`config.mk`:
```
export PLATFORM = sky130hd
export DESIGN_NAME = hbi_host
export DESIGN_NICKNAME = d
export VERILOG_FILES = /design/src/hw/hbi_pkg.sv /design/src/hw/hbi_host.sv
export SDC_FILE = /design/constraint.sdc
export NUM_CORES = 1
export LEC_CHECK = 0
export ABC_AREA = 0
export ABC_CLOCK_PERIOD_IN_PS = 4550
export BUFFER_PORTS_ARGS = -buffer_cell sky130_fd_sc_hd__buf_2
export CAP_MARGIN = 20
export CORE_AREA = 2 2 109 111
export CTS_BUF_LIST = sky130_fd_sc_hd__clkbuf_2
export CTS_CLUSTER_SIZE = 28
export DETAILED_ROUTE_END_ITERATION = 12
export DIE_AREA = 0 0 111 113
export GPL_ROUTABILITY_DRIVEN = 0
export GPL_TIMING_DRIVEN = 0
export HOLD_SLACK_MARGIN = 0.05
export PLACE_DENSITY = 0.81
export REMOVE_ABC_BUFFERS = 1
export SLEW_MARGIN = 0
export SYNTH_ARGS = -nofsm -noshare
export SYNTH_HDL_FRONTEND = slang
export SYNTH_SLANG_ARGS = --single-unit
```
`constraint.sdc`:
```
create_clock -name sys_clk -period 4.55 [get_ports sys_clk]
set_input_delay 0.6825 -clock sys_clk [delete_from_list [all_inputs] [get_ports sys_clk]]
set_output_delay 0.6825 -clock sys_clk [all_outputs]
set_load 0.05 [all_outputs]
```
`src/hw/hbi_pkg.sv`:
```
`default_nettype none
package hbi_pkg;
   // Controller register offsets (Wishbone byte addresses)
   localparam logic [3:0] HBI_REG_CTRL = 4'h0;
   localparam logic [3:0] HBI_REG_ADDR = 4'h4;
   localparam logic [3:0] HBI_REG_WDATA = 4'h8;
   localparam logic [3:0] HBI_REG_STATUS = 4'hC;
   // Control field positions
   localparam int HBI_CTRL_START = 0;
   localparam int HBI_CTRL_WRITE = 1;
   localparam int HBI_CTRL_WIDTH = 2;
   localparam int HBI_CTRL_STYLE = 3;
   localparam int HBI_CTRL_MUX = 4;
   localparam int HBI_CTRL_LANE = 5;
   // Status field positions
   localparam int HBI_STAT_BUSY = 16;
   localparam int HBI_STAT_DONE = 17;
   // Reset values
   localparam logic [4:0] HBI_CTRL_RESET = 5'h00;
   // Strobe timing in ns and derived cycle counts at 250 MHz
   localparam int HBI_CLK_NS = 4;
   localparam int HBI_SETUP_NS = 20;
   localparam int HBI_STROBE_NS = 60;
   localparam int HBI_HOLD_NS = 20;
   localparam logic [4:0] HBI_SETUP_CYC =
      5'((HBI_SETUP_NS + HBI_CLK_NS - 1) / HBI_CLK_NS);
   localparam logic [4:0] HBI_STROBE_CYC =
      5'((HBI_STROBE_NS + HBI_CLK_NS - 1) / HBI_CLK_NS);
   localparam logic [4:0] HBI_HOLD_CYC =
      5'((HBI_HOLD_NS + HBI_CLK_NS - 1) / HBI_CLK_NS);
   typedef enum logic [2:0] {
      HBI_IDLE, HBI_ALE, HBI_SETUP, HBI_STROBE, HBI_HOLD
   } hbi_state_type;
endpackage : hbi_pkg
`default_nettype wire

```
`src/hw/hbi_host.sv`:
```
// Operation
// - The host picks the accessed register with an eight-bit address.
// - In muxed mode the address is latched on the latch strobe's fall.
// - In direct mode the latch strobe stays high, address pins are used.
// - Data-strobe style: a data strobe pulse times each access.
// - Data-strobe style: the direction line marks read or write.
// - Style select low picks separate strobes, high the data strobe.
// - The device answers only while its active-low chip select is low.
// - Lane pin marks upper lane (separate) or lower lane (data strobe).
`default_nettype none
module hbi_host (
   input wire logic sys_clk,
   input wire logic sys_rst,
   input wire logic wb_cyc_i,
   input wire logic wb_stb_i,
   input wire logic wb_we_i,
   input wire logic [3:0] wb_adr_i,
   input wire logic [3:0] wb_sel_i,
   input wire logic [31:0] wb_dat_i,
   output logic [31:0] wb_dat_o,
   output logic wb_ack_o,
   output logic [7:0] addr_o,
   output logic [7:0] addr_oe,
   input wire logic [15:0] data_i,
   output logic [15:0] data_o,
   output logic [15:0] data_oe,
   output logic latch_strobe,
   output logic chip_select_n,
   output logic read_or_data_strobe,
   output logic write_or_direction,
   output logic lane_enable_n,
   output logic bus_width_select,
   output logic strobe_style_select
);
   import hbi_pkg::*;

   logic [4:0] ctrl;
   logic [7:0] reg_addr;
   logic [15:0] wdata;
   logic [15:0] rdata;
   logic done;
   logic [15:0] data_s1, data_s2;
   logic [4:0] count;
   logic op_write;
   hbi_state_type state;

   wire wb_req = wb_cyc_i && wb_stb_i && !wb_ack_o;
   wire start = wb_req && wb_we_i && wb_adr_i == HBI_REG_CTRL
      && wb_sel_i[0] && wb_dat_i[HBI_CTRL_START] && state == HBI_IDLE;
   wire wide = ctrl[HBI_CTRL_WIDTH - 2];
   wire style = ctrl[HBI_CTRL_STYLE - 2];
   wire muxed = ctrl[HBI_CTRL_MUX - 2];
   wire lane_only = ctrl[HBI_CTRL_LANE - 2];

   // Byte lane: address bit 0 picks the upper half, inverted in strobe style
   function automatic logic upper_lane(input logic [7:0] a,
                                        input logic only);
      upper_lane = a[0] ^ only;
   endfunction : upper_lane

   // Bus slave: one wait-free cycle answer, ack dropped next cycle
   always_ff @(posedge sys_clk or posedge sys_rst) begin
      if (sys_rst) begin
         wb_ack_o <= 1'b0;
         wb_dat_o <= 32'h00000000;
      end else begin
         wb_ack_o <= wb_req;
         unique case (wb_adr_i)
            HBI_REG_CTRL: wb_dat_o <= {27'h0000000, ctrl[3:0], 1'b0};
            HBI_REG_ADDR: wb_dat_o <= {24'h000000, reg_addr};
            HBI_REG_WDATA: wb_dat_o <= {16'h0000, wdata};
            HBI_REG_STATUS: wb_dat_o <= {14'h0000, done,
               state != HBI_IDLE, rdata};
            default: wb_dat_o <= 32'h00000000;
         endcase
      end
   end

   // Configuration registers
   always_ff @(posedge sys_clk or posedge sys_rst) begin
      if (sys_rst) begin
         ctrl <= HBI_CTRL_RESET;
         reg_addr <= 8'h00;
         wdata <= 16'h0000;
         op_write <= 1'b0;
      end else if (wb_req && wb_we_i && state == HBI_IDLE) begin
         if (wb_adr_i == HBI_REG_CTRL && wb_sel_i[0]) begin
            ctrl <= {1'b0, wb_dat_i[5:2]};
            op_write <= wb_dat_i[HBI_CTRL_WRITE];
         end
         if (wb_adr_i == HBI_REG_ADDR && wb_sel_i[0])
            reg_addr <= wb_dat_i[7:0];
         if (wb_adr_i == HBI_REG_WDATA) begin
            if (wb_sel_i[0])
               wdata[7:0] <= wb_dat_i[7:0];
            if (wb_sel_i[1])
               wdata[15:8] <= wb_dat_i[15:8];
         end
      end
   end

   // Data pins pass two flip-flops before use
   always_ff @(posedge sys_clk or posedge sys_rst) begin
      if (sys_rst) begin
         data_s1 <= 16'h0000;
         data_s2 <= 16'h0000;
      end else begin
         data_s1 <= data_i;
         data_s2 <= data_s1;
      end
   end

   // Access sequencer
   always_ff @(posedge sys_clk or posedge sys_rst) begin
      if (sys_rst) begin
         state <= HBI_IDLE;
         count <= 5'h00;
         done <= 1'b0;
         rdata <= 16'h0000;
      end else begin
         unique case (state)
            HBI_IDLE: begin
               if (start) begin
                  done <= 1'b0;
                  count <= HBI_SETUP_CYC;
                  state <= muxed ? HBI_ALE : HBI_SETUP;
               end
            end
            HBI_ALE: begin
               count <= count - 5'h01;
               if (count == 5'h01) begin
                  count <= HBI_SETUP_CYC;
                  state <= HBI_SETUP;
               end
            end
            HBI_SETUP: begin
               count <= count - 5'h01;
               if (count == 5'h01) begin
                  count <= HBI_STROBE_CYC;
                  state <= HBI_STROBE;
               end
            end
            HBI_STROBE: begin
               count <= count - 5'h01;
               if (count == 5'h01) begin
                  if (!op_write) begin
                     if (!wide)
                        rdata <= {8'h00, data_s2[7:0]};
                     else if (!lane_only)
                        rdata <= data_s2;
                     else if (upper_lane(reg_addr, style))
                        rdata <= {8'h00, data_s2[15:8]};
                     else
                        rdata <= {8'h00, data_s2[7:0]};
                  end
                  count <= HBI_HOLD_CYC;
                  state <= HBI_HOLD;
               end
            end
            HBI_HOLD: begin
               count <= count - 5'h01;
               if (count == 5'h01) begin
                  done <= 1'b1;
                  state <= HBI_IDLE;
               end
            end
            default: state <= HBI_IDLE;
         endcase
      end
   end

   // Pin drivers, all registered
   always_ff @(posedge sys_clk or posedge sys_rst) begin
      if (sys_rst) begin
         addr_o <= 8'h00;
         addr_oe <= 8'h00;
         data_o <= 16'hFFFF;
         data_oe <= 16'h0000;
         latch_strobe <= 1'b1;
         chip_select_n <= 1'b1;
         read_or_data_strobe <= 1'b1;
         write_or_direction <= 1'b1;
         lane_enable_n <= 1'b1;
         bus_width_select <= 1'b0;
         strobe_style_select <= 1'b0;
      end else begin
         bus_width_select <= wide;
         strobe_style_select <= style;
         addr_o <= reg_addr;
         addr_oe <= 8'hFF;
         latch_strobe <= !muxed || state == HBI_ALE;
         chip_select_n <= !(state == HBI_SETUP || state == HBI_STROBE
            || state == HBI_HOLD);
         // Lane enable: upper lane when separate, lower when data strobe
         if (!wide || !lane_only)
            lane_enable_n <= 1'b0;
         else if (!style)
            lane_enable_n <= !upper_lane(reg_addr, style);
         else
            lane_enable_n <= upper_lane(reg_addr, style);
         // Strobes: one active-low strobe per access
         if (!style) begin
            read_or_data_strobe <= !(state == HBI_STROBE && !op_write);
            write_or_direction <= !(state == HBI_STROBE && op_write);
         end else begin
            read_or_data_strobe <= state != HBI_STROBE;
            write_or_direction <= state == HBI_IDLE || !op_write;
         end
         // Write data drives the low lane when narrow, both lanes when wide; reads leave the bus to device
         if (op_write && state != HBI_IDLE && state != HBI_ALE) begin
            data_o <= wdata;
            data_oe <= wide ? 16'hFFFF : 16'h00FF;
         end else begin
            data_o <= 16'hFFFF;
            data_oe <= 16'h0000;
         end
      end
   end
endmodule : hbi_host
`default_nettype wire

```
# Word-level counts from Yosys, hierarchy flattened
# Index checks and enable logic that the tools add are counted.
# totals
ff_bits	167
# classes
mux	25
reduce_logical	42
bitwise	2
addsub	1
n_eq_ne	15
# op_table
op	n
2-to-1 mux 16 bit	5
one-hot mux 18 bit (4 select lines)	1
one-hot mux 5 bit (4 select lines)	1
2-to-1 mux 3 bit	5
2-to-1 mux 5 bit	3
one-hot mux 3 bit (5 select lines)	1
logical AND 1 bit	14
AND reduction 3 bit	4
inequality test 2 bit, second input constant	5
zero test 1 bit	9
equality test 4 bit, second input constant	2
2-to-1 mux 8 bit	1
equality test 3 x 2 -> 1 bit, second input constant	2
2-to-1 mux 1 bit	6
AND reduction 2 bit	3
equality test 5 x 1 -> 1 bit, second input constant	1
logical OR 1 bit	5
AND reduction 5 bit	1
subtractor 5 x 1 -> 5 bit, second input constant	1
equality test 4 x 3 -> 1 bit, second input constant	1
zero test 4 bit	1
nonzero test 4 bit	1
equality test 3 x 1 -> 1 bit, second input constant	1
equality test 3 bit, second input constant	1
other kinds (10)	10

# Logic depth before layout (Yosys ltp)
# Gate-level depths: netlist (run 1).
# logic_depth
word_depth	9
depth_mapped	8

# Worst setup path after synthesis (run 1)
# No wires, ideal clock.
# synth_timing
path_kind	input-to-reg
start	input port wb_adr_i[1]
end	register state[0]
cell_stages	5
arrival_time_ns	2.141
t_required_ns	4.446
setup_ns	0.104
path_buffers	1
slack_ns	2.305
path_cell_list	or2_1 > buf_2 > or4_4 > or3b_1 > a221oi_1
# synth_between
elab_chain_cells	7
# synth_lines
element	line_no	text
start, declared	hbi_host.sv:17	input wire logic [3:0] wb_adr_i,
zero test 4 bit	hbi_host.sv:48	wire start = wb_req && wb_we_i && wb_adr_i == HBI_REG_CTRL
logical AND 1 bit	hbi_host.sv:48	
logical AND 1 bit (3 in a row)	hbi_host.sv:49	&& wb_sel_i[0] && wb_dat_i[HBI_CTRL_START] && state == HBI_IDLE;
inequality test 2 bit (no source line)	--	
AND reduction 5 bit (no source line)	--	
end signal, assigned	hbi_host.sv:126	state <= muxed ? HBI_ALE : HBI_SETUP;
end, declared	hbi_host.sv:45	hbi_state_type state;
# Every way passes these cells.
# A chain may end at the register's enable or synchronous reset.

# Final worst setup path (run 1)
# layout_timing
start	register count[1]
end	register rdata[2]
# layout_between
elab_chain_cells	2
# layout_lines
element	line_no	text
start, declared	hbi_host.sv:43	logic [4:0] count;
start signal, assigned	hbi_host.sv:130	count <= count - 5'h01;
start signal, assigned	hbi_host.sv:137	count <= count - 5'h01;
start signal, assigned	hbi_host.sv:144	count <= count - 5'h01;
equality test 5 x 1 -> 1 bit	hbi_host.sv:145	if (count == 5'h01) begin
AND reduction 3 bit (no source line)	--	
end signal, assigned	hbi_host.sv:148	rdata <= {8'h00, data_s2[7:0]};
end signal, assigned	hbi_host.sv:150	rdata <= data_s2;
end signal, assigned	hbi_host.sv:152	rdata <= {8'h00, data_s2[15:8]};
end, declared	hbi_host.sv:40	logic [15:0] rdata;
# Every way passes these cells.

==> flow_summary.yaml, run 1 <==
run_status:
  status: "complete, no violations"
timing:
  setup_viol: 0
  period_minus_slack_ps: 2579
  fin_crit_sh_pct: 56.68
  slew_viol_final: 0
  fin_skew_ps: 23.00
  finalHoldViolCount: 0
  slew_headroom_pct: 40.25
  worst_slack_ps: 1971
  timing.hold.ws_ps: 111.4
  tightest_slew_ps: 892.9
  tns_ps: 0
  rsz0062_at_grt: "no"
  timing.fmax_mhz: 387.8
synthesis:
  synthSimpleGateAreaFrac_pct: 11.85
  synth_cells: 427
  muxShareOfSynthArea_pct: 11.30
  synth_compound_area_share_pct: 5.163
  synth_top_area_cell: "dfrtp_1"
  synth_top_family_by_area: "simple AND/OR/NAND/NOR gates"
  synth.area.top_cells: "dfrtp_1 (54%), dfstp_2 (10%), mux2_2 (6.8%)"
  synth.most_common_cell: "dfrtp_1"
  avgSynthCellArea_um2: 12.88
  synthesis.area_um2: 5502
  ys_ff_latch: 139
  ys_async_sr_fraction_pct: 100.0
  synth_top_area_share_pct: 53.67
  synth_xor_area_share_pct: 0.3184
  yosys_warnings: 0
  synth_edf_count: 0
  ys.flop_type: "dfrtp_1"
  synthTopCellsByCount: "dfrtp_1 (118), nand2_1 (36), buf_4 (35), mux2_2 (33), nor2_1 (25)"
  synth-seq-area-share_pct: 63.70
  synthAdderAreaFrac_pct: 0.4549
  yosysUniqueCellTypes: 51
power_and_ir_drop:
  power.density_nw_per_um2: 330.2
  ir_drop_mv: 0.1841
  p_leak_nw: 3.170
  total_power_w: 0.002108
worst_setup_path:
  critPathKind: "reg -> reg"
  regToRegSetupSlack_ps: 1970
  r2r_end: "rdata[2]$_DFFE_PP0P_"
  worst-path-max-fanout: 24
  cp.arrival_ps: 3140
  max_stage_delay_ps: 900
  reg2regPathDepth: 6
  cp_cell_sequence: "inv_1 -> ha_1 -> or4b_4 -> or4_1 -> nand2_1 -> o21ai_2"
  worstSetupEndpoint: "rdata[2]$_DFFE_PP0P_"
  worstSetupStartpoint: "count[1]$_DFFE_PP0P_"
  critical-path-slowest-cell: "or4_1"
  end_kind: "register"
  startpoint_type: "register"
  worstReg2RegStart: "count[1]$_DFFE_PP0P_"
  required_ps: 5110
finish:
  fin_nets: 603
  antennaDiodeCount: 0
  drive_gt1_share_pct: 42.21
  areaGrowthSynthToFinish_pct: 16.06
  fin_util_pct: 56.64
place:
  io_buffers: 116
  dp_slack_ps: 2001
  dp_hpwl_mm: 7.538
floorplan:
  fp.dieH_um: 113
  ioPinCount: 149
  die_area_um2: 12540
  core-area_um2: 11270
  initial_core_util_pct: 48.81
  rows: 39
  die_x_um: 111
clocking:
  cts_max_level: 4
  post-cts-setup-buffers: 0
  clock_latency_ps: 690
  cts_hold_buf: 15
  clock_sinks: 139
  clk_pin_slew_worst_paths_ps: 190
  post_cts_resized: 0
  cts_tree: "built"
  cts_buffers: 17
  root_buffer: "clkbuf_2"
  clockBufferDepth: 2
routing:
  viasPerCell: 5.032
  ant_nets: 0
  vias: 3497
  wl_mm: 10.69
  wire_per_inst_um: 15.38
  drc: 0
  dr.pass1.iters: 7
  first_iter_violations: 225
hold_path:
  hold_class: "in -> reg"
  worst_hold_path.num_cells: 1
grt:
  grt_pass1_wl_mm: 17.34
  antenna_found_initial: 0
  grt_max_degree: 96
  grt_use_total_pct: 17.90
  overflow: 0
  grt_pass1_vias: 3451
run:
  drv_cap: 0
## per-stage QoR
stage	cell area, um2	instances
final	6385	695
after global routing	6385	695
after CTS	6375	694
after detailed placement	5991	648
after global placement	5951	646
after floorplan	5191	387
## cell families after synthesis
group                    count (synthesis)
flip-flops                             139
AND/OR/NAND/NOR                        124
buffers and inverters                   61
multiplexers                            53
AO/OA/AOI/OAI                           44
adder cells (fa/ha/maj)                  2
other                                    2
XOR/XNOR                                 2
## power breakdown
group	total, W	switching, W	internal, W
sequential	0.00127	0.00000956	0.00126
combinational	0.000143	0.000101	0.0000420
clock	0.000696	0.000440	0.000256
## critical path: cells and delay by family, from the launching register on
kind                       cells  cell delay [ps]
buffers and inverters          1               90
AOI/OAI and AO/OA              1               70
and+or+nand+nor                3             1670
DFF                            1              450
adders and majority gates      1              190
## metal layers
metal | wire length (um) | share of wire, % | GRT usage [%]
met5 | 0 | 0 | 0
met4 | 195 | 1.8 | 7.417
met3 | 668 | 6.3 | 5.249
met2 | 5520 | 52 | 30.43
met1 | 4301 | 40 | 21.57
## registers in the layout, indices dropped and copies added (netlist names), 2 cells and up
register	count
data_oe	2
data_o	16
data_s1	16
count	5
data_s2	16
reg_addr	8
addr_o	8
wdata	16
state	3
ctrl	4
rdata	16
wb_dat_o	18
## area by class of cell
cell class / instances / area, um2
clock buffer: 18 / 90.09
clock inverter: 13 / 143.9
fill: 901 / 4887
inverter: 8 / 35.03
multi-input combinational: 240 / 1657
sequential: 139 / 3505
tap: 143 / 178.9
timing repair buffer: 134 / 775.7
## worst min-delay path by stage
stage	startpoint	endpoint
finish	data_i[8]	data_s1[8]$_DFF_PP0_
global route	data_i[8]	data_s1[8]$_DFF_PP0_
CTS	data_i[5]	data_s1[5]$_DFF_PP0_
detailed placement	data_s1[1]$_DFF_PP0_	data_s2[1]$_DFF_PP0_
global placement	data_s1[2]$_DFF_PP0_	data_s2[2]$_DFF_PP0_
floorplan	data_s1[0]$_DFF_PP0_	data_s2[0]$_DFF_PP0_
## cells in the final DEF, fill, tap and decap left out, types with 2 or more instances in the layout
| cell | count |
|---|---|
| dfrtp_1 | 118 |
| buf_2 | 116 |
| nand2_1 | 36 |
| mux2_2 | 33 |
| nor2_1 | 25 |
| dfstp_2 | 21 |
| clkbuf_2 | 18 |
| or2_2 | 17 |
| mux2i_1 | 16 |
| dlygate4sd3_1 | 16 |
| conb_1 | 15 |
| a21oi_1 | 12 |
| nand3_1 | 11 |
| o21ai_0 | 8 |
| inv_1 | 7 |
| nor3_1 | 5 |
| and2_1 | 5 |
| o21ai_1 | 5 |
| nor2b_1 | 4 |
| a22oi_1 | 4 |
| mux4_2 | 4 |
| o21ai_2 | 4 |
| and3_1 | 3 |
| inv_6 | 3 |
| clkinv_4 | 3 |
| nand4b_1 | 2 |
| nand3b_1 | 2 |
| xnor2_1 | 2 |
| o41ai_1 | 2 |
| nand2b_1 | 2 |
| a22o_1 | 2 |
| ha_1 | 2 |
| clkinvlp_4 | 2 |
| clkinv_2 | 2 |
| bufinv_16 | 2 |
Power figures use the tool's default switching activity.
==> inputs of run 2 (changes only) <==
- ABC_CLOCK_PERIOD_IN_PS: 4550 -> 2400
- PLACE_DENSITY: 0.81 -> 0.78
- clock period: 4.55 -> 2.4 ns (I/O delays scaled with it)
==> flow_summary.yaml, run 2 (synthesis results as in run 1) <==
floorplan:
  die_x_um: 111
  rows: 39
  ioPinCount: 149
  initial_core_util_pct: 48.81
  fp.dieH_um: 113
  core-area_um2: 11270
  die_area_um2: 12540
routing:
  dr.pass1.iters: 5
  drc: 0
  viasPerCell: 4.985
  ant_nets: 0
  vias: 3579
  top_layer_used: "met4"
  wl_met3_um: 571
  first_iter_violations: 194
  wl_mm: 11.28
  wire_per_inst_um: 15.71
  wl_met2_mm: 5.915
  wl_met1_mm: 4.586
run:
  drv_cap: 0
timing:
  tightest_slew_ps: 980.8
  fin_skew_ps: 23.32
  slew_headroom_pct: 34.37
  slew_viol_final: 0
  period_minus_slack_ps: 2265
  rsz0062_at_grt: "no"
  timing.hold.ws_ps: 108.9
  tns_ps: 0
  fin_crit_sh_pct: 94.37
  timing.fmax_mhz: 441.5
  finalHoldViolCount: 0
  setup_viol: 0
place:
  dpl-instance-area_um2: 5995
  dp_hpwl_mm: 7.635
  dpl.cell_count: 648
  io_buffers: 116
grt:
  grt_use_total_pct: 18.93
  antenna_found_initial: 1
  grt_pass1_vias: 3621
  grt_pass1_wl_mm: 18.17
  overflow: 0
  grt_max_degree: 107
finish:
  largest_reg_flops: 18
  layout_commonest_cell: "dfrtp_1"
  top_register: "wb_dat_o"
  drive_gt1_share_pct: 41.46
  fin_area_um2: 6630
  fin_nets: 624
  areaGrowthSynthToFinish_pct: 20.51
  instances_no_fill: 718
  most-common-layout-cells: "dfrtp_1 (118), buf_2 (116), dlygate4sd3_1 (37)"
clocking:
  cts_buffers: 17
  post-cts-setup-buffers: 0
  clk_pin_slew_worst_paths_ps: 210
  root_buffer: "clkbuf_2"
  clock_latency_ps: 700
  clock_sinks: 139
  cts_max_level: 4
  clockBufferDepth: 2
  cts_tree: "built"
power_and_ir_drop:
  p_leak_nw: 3.254
  ir_drop_mv: 0.3883
  power.density_nw_per_um2: 615.7
  total_power_w: 0.004082
worst_setup_path:
  end_kind: "register"
  cp.arrival_ps: 2880
  worst-path-max-fanout: 24
  startpoint_type: "register"
  critPathKind: "reg -> reg"
  required_ps: 3020
hold_path:
  hold_class: "in -> reg"
run_status:
  status: "complete, no violations"
[run 2: report_power, final]
part / switching [W] / internal [W] / total (W)
sequential: 0.0000174 / 0.00239 / 0.00241
clock: 0.000888 / 0.000491 / 0.00138
combinational: 0.000196 / 0.000102 / 0.000298
total: 0.00110 / 0.00298 / 0.00408
[run 2: layout make-up]
| cell class | count | area [um2] |
|---|---|---|
| tap | 143 | 178.9 |
| timing repair buffer | 155 | 989.7 |
| multi-input combinational | 240 | 1673 |
| antenna | 1 | 2.502 |
| inverter | 8 | 35.03 |
| fill | 883 | 4642 |
| sequential | 139 | 3505 |
| clock inverter | 15 | 161.4 |
| clock buffer | 17 | 85.08 |
[run 2: worst paths after layout]
| path | end | depth (start not counted) | start | slack (ps) |
|---|---|---|---|---|
| hold / removal | wb_dat_o[6]$_DFF_PP0_ | 3 | wb_adr_i[1] | 110 |
| max in group asynchronous | data_o[14]$_DFF_PP1_ | 4 | sys_rst | 1460 |
| min in group asynchronous | wdata[14]$_DFFE_PP0P_ | 3 | sys_rst | 140 |
| hold reg to reg | data_s2[5]$_DFF_PP0_ | 0 | data_s1[5]$_DFF_PP0_ | 370 |
| setup reg to reg | rdata[0]$_DFFE_PP0P_ | 6 | count[1]$_DFFE_PP0P_ | 140 |
| setup / recovery | rdata[0]$_DFFE_PP0P_ | 6 | count[1]$_DFFE_PP0P_ | 140 |
[run 2: repair_timing]
action | in CTS | in global routing
hold endpoints to repair | 170 | 0
setup endpoints to repair | 16 | 26
gates resized for setup | 1 | 4
hold buffers | 37 | 0
[run 2: metal layers]
| layer | vias to the layer above | track usage (%) |
|---|---|---|
| met5 | - | 0 |
| met4 | 0 | 8.750 |
| met3 | 16 | 5.463 |
| met2 | 121 | 32.47 |
| met1 | 1755 | 22.21 |
| li1 | 1687 | - |
[run 2: worst max-delay path, stage by stage, from the launching register on]
cell     delay [ps]
dfrtp_1         470
inv_1           100
ha_1            180
or4b_4          530
or4_4           670
nand2_1         160
o21ai_2          60
[run 2: metrics by stage]
stage          setup slack [ps]  utilization, %
4_1_cts                   38.05           58.69
5_1_grt                   54.25           58.82
3_3_place_gp              -2868           52.79
2_1_floorplan             -1650               -
6_report                  135.0           58.82
3_5_place_dp             -149.5           53.18
==> inputs of run 3 (changes only) <==
- CELL_PAD_IN_SITES_DETAIL_PLACEMENT: unset -> 1
- CELL_PAD_IN_SITES_GLOBAL_PLACEMENT: unset -> 2
- CORE_AREA: 2 2 109 111 -> 2 2 129 131
- DIE_AREA: 0 0 111 113 -> 0 0 131 133
- PLACE_DENSITY: 0.78 -> 0.83
==> flow_summary.yaml, run 3 (synthesis results as in run 1) <==
floorplan:
  fp.dieH_um: 133
  ioPinCount: 149
  die_x_um: 131
  rows: 47
  core-area_um2: 16170
  die_area_um2: 17420
  initial_core_util_pct: 34.02
routing:
  drc: 0
  wl_mm: 13.33
  ant_nets: 0
  first_iter_violations: 220
  wire_per_inst_um: 16.79
  vias: 3666
  dr.pass1.iters: 4
  viasPerCell: 4.617
timing:
  rsz0062_at_grt: "no"
  fin_crit_sh_pct: 94.66
  finalHoldViolCount: 0
  setup_viol: 0
  fin_skew_ps: 28.41
  slew_headroom_pct: 33.10
  tightest_slew_ps: 999.8
  timing.fmax_mhz: 440.2
  period_minus_slack_ps: 2272
  slew_viol_final: 0
hold_path:
  min_from: "wb_adr_i[1]"
  worst_hold_path.num_cells: 3
  hold_class: "in -> reg"
  hold_path_end: "wb_dat_o[0]$_DFF_PP0_"
worst_setup_path:
  regToRegSetupSlack_ps: 130
  crit_family: "simple AND/OR/NAND/NOR gates"
  worst-path-max-fanout: 24
  reg2regPathDepth: 6
  max_stage_delay_ps: 670
  startpoint_type: "register"
  critPathKind: "reg -> reg"
  critical-path-slowest-cell: "or4_4"
  cp_cell_sequence: "inv_1 -> ha_1 -> or4b_4 -> or4_4 -> nand2_1 -> o21ai_1"
  end_kind: "register"
  worstReg2RegStart: "count[1]$_DFFE_PP0P_"
  r2r_end: "rdata[6]$_DFFE_PP0P_"
  cp.arrival_ps: 2860
  crit_buf_inv: 1
  required_ps: 2990
power_and_ir_drop:
  ir_drop_mv: 0.2901
  power.density_nw_per_um2: 625.3
  p_leak_nw: 3.266
finish:
  most-common-layout-cells: "dfrtp_1 (118), buf_2 (116), dlygate4sd3_1 (37)"
  largest_reg_flops: 18
  fin_area_um2: 6734
  fin_util_pct: 41.64
  top_register: "wb_dat_o"
  drive_gt1_share_pct: 41.71
  areaGrowthSynthToFinish_pct: 22.40
  fin_nets: 623
  layout_commonest_cell: "dfrtp_1"
grt:
  antenna_found_initial: 1
  grt_pass1_wl_mm: 21.67
  grt_use_total_pct: 16.37
  grt_pass1_vias: 3960
  overflow: 0
  grt_max_degree: 75
place:
  dpl-instance-area_um2: 6083
  io_buffers: 116
  dp_hpwl_mm: 9.057
clocking:
  cts_max_level: 4
  cts_buffers: 17
  clock_sinks: 139
  root_buffer: "clkbuf_2"
  clk_pin_slew_worst_paths_ps: 210
  cts_tree: "built"
  clockBufferDepth: 2
  post-cts-setup-buffers: 0
  clock_latency_ps: 710
run:
  drv_cap: 0
run_status:
  status: "complete, no violations"
-- run 3: report_power, final --
group | switching, W | internal, W | total [W]
Combinational | 0.000203 | 0.000102 | 0.000305
Sequential | 0.0000206 | 0.00239 | 0.00241
Clock | 0.000898 | 0.000600 | 0.00150
Total | 0.00112 | 0.00309 | 0.00421
-- run 3: routing by layer --
layer	up-vias	wire [um]	track usage [%]
met5	-	0	0
met4	0	314	6.619
met3	23	554	3.639
met2	97	6672	26.37
met1	1872	5786	21.33
li1	1674	-	-
-- run 3: metrics by stage --
| step | setup WS [ps] | std cells | TNS (ps) | total power, W | hold slack, ps |
|---|---|---|---|---|---|
| floorplan | -1650 | 387 | -223370 | 0.002604 | 331.2 |
| global placement | -3012 | 723 | -397650 | 0.002694 | 334.2 |
| detailed placement | -182.1 | 724 | -2339 | 0.002710 | 336.3 |
| CTS | 46.44 | 793 | 0 | 0.004257 | 68.35 |
| global route | 18.38 | 794 | 0 | 0.004408 | 72.11 |
| finish | 128.1 | 794 | 0 | 0.004211 | 134.7 |
-- run 3: area by class of cell --
type / count / area (um2)
clock inverters: 13 / 166.4
flip-flops and latches: 139 / 3505
clock buffers: 19 / 95.09
multi-input cells: 240 / 1677
well taps: 220 / 275.3
repair buffers: 154 / 978.4
inverters: 8 / 35.03
diodes: 1 / 2.502
fillers: 1780 / 9438
-- run 3: repair_timing --
action,in CTS,in global routing
hold endpoints to repair,114,0
endpoints found under the setup margin,16,30
cloned,0,0
resized for setup,1,4
hold buffers,37,0
-- run 3: worst max-delay path by stage --
stage	start	endpoint	cells after the start
2_1_floorplan	sys_rst	addr_o[0]$_DFF_PP0_	1
3_3_place_gp	sys_rst	addr_oe[0]$_DFF_PP0_	2
3_5_place_dp	count[1]$_DFFE_PP0P_	rdata[6]$_DFFE_PP0P_	6
4_1_cts	count[1]$_DFFE_PP0P_	rdata[10]$_DFFE_PP0P_	6
5_1_grt	count[1]$_DFFE_PP0P_	rdata[6]$_DFFE_PP0P_	6
6_report	count[1]$_DFFE_PP0P_	rdata[6]$_DFFE_PP0P_	6
-- run 3: worst register-to-register path, cell delays in order, from the launching register on --
cell,delay (ps)
dfrtp_1,460
inv_1,90
ha_1,190
or4b_4,530
or4_4,670
nand2_1,150
o21ai_1,70
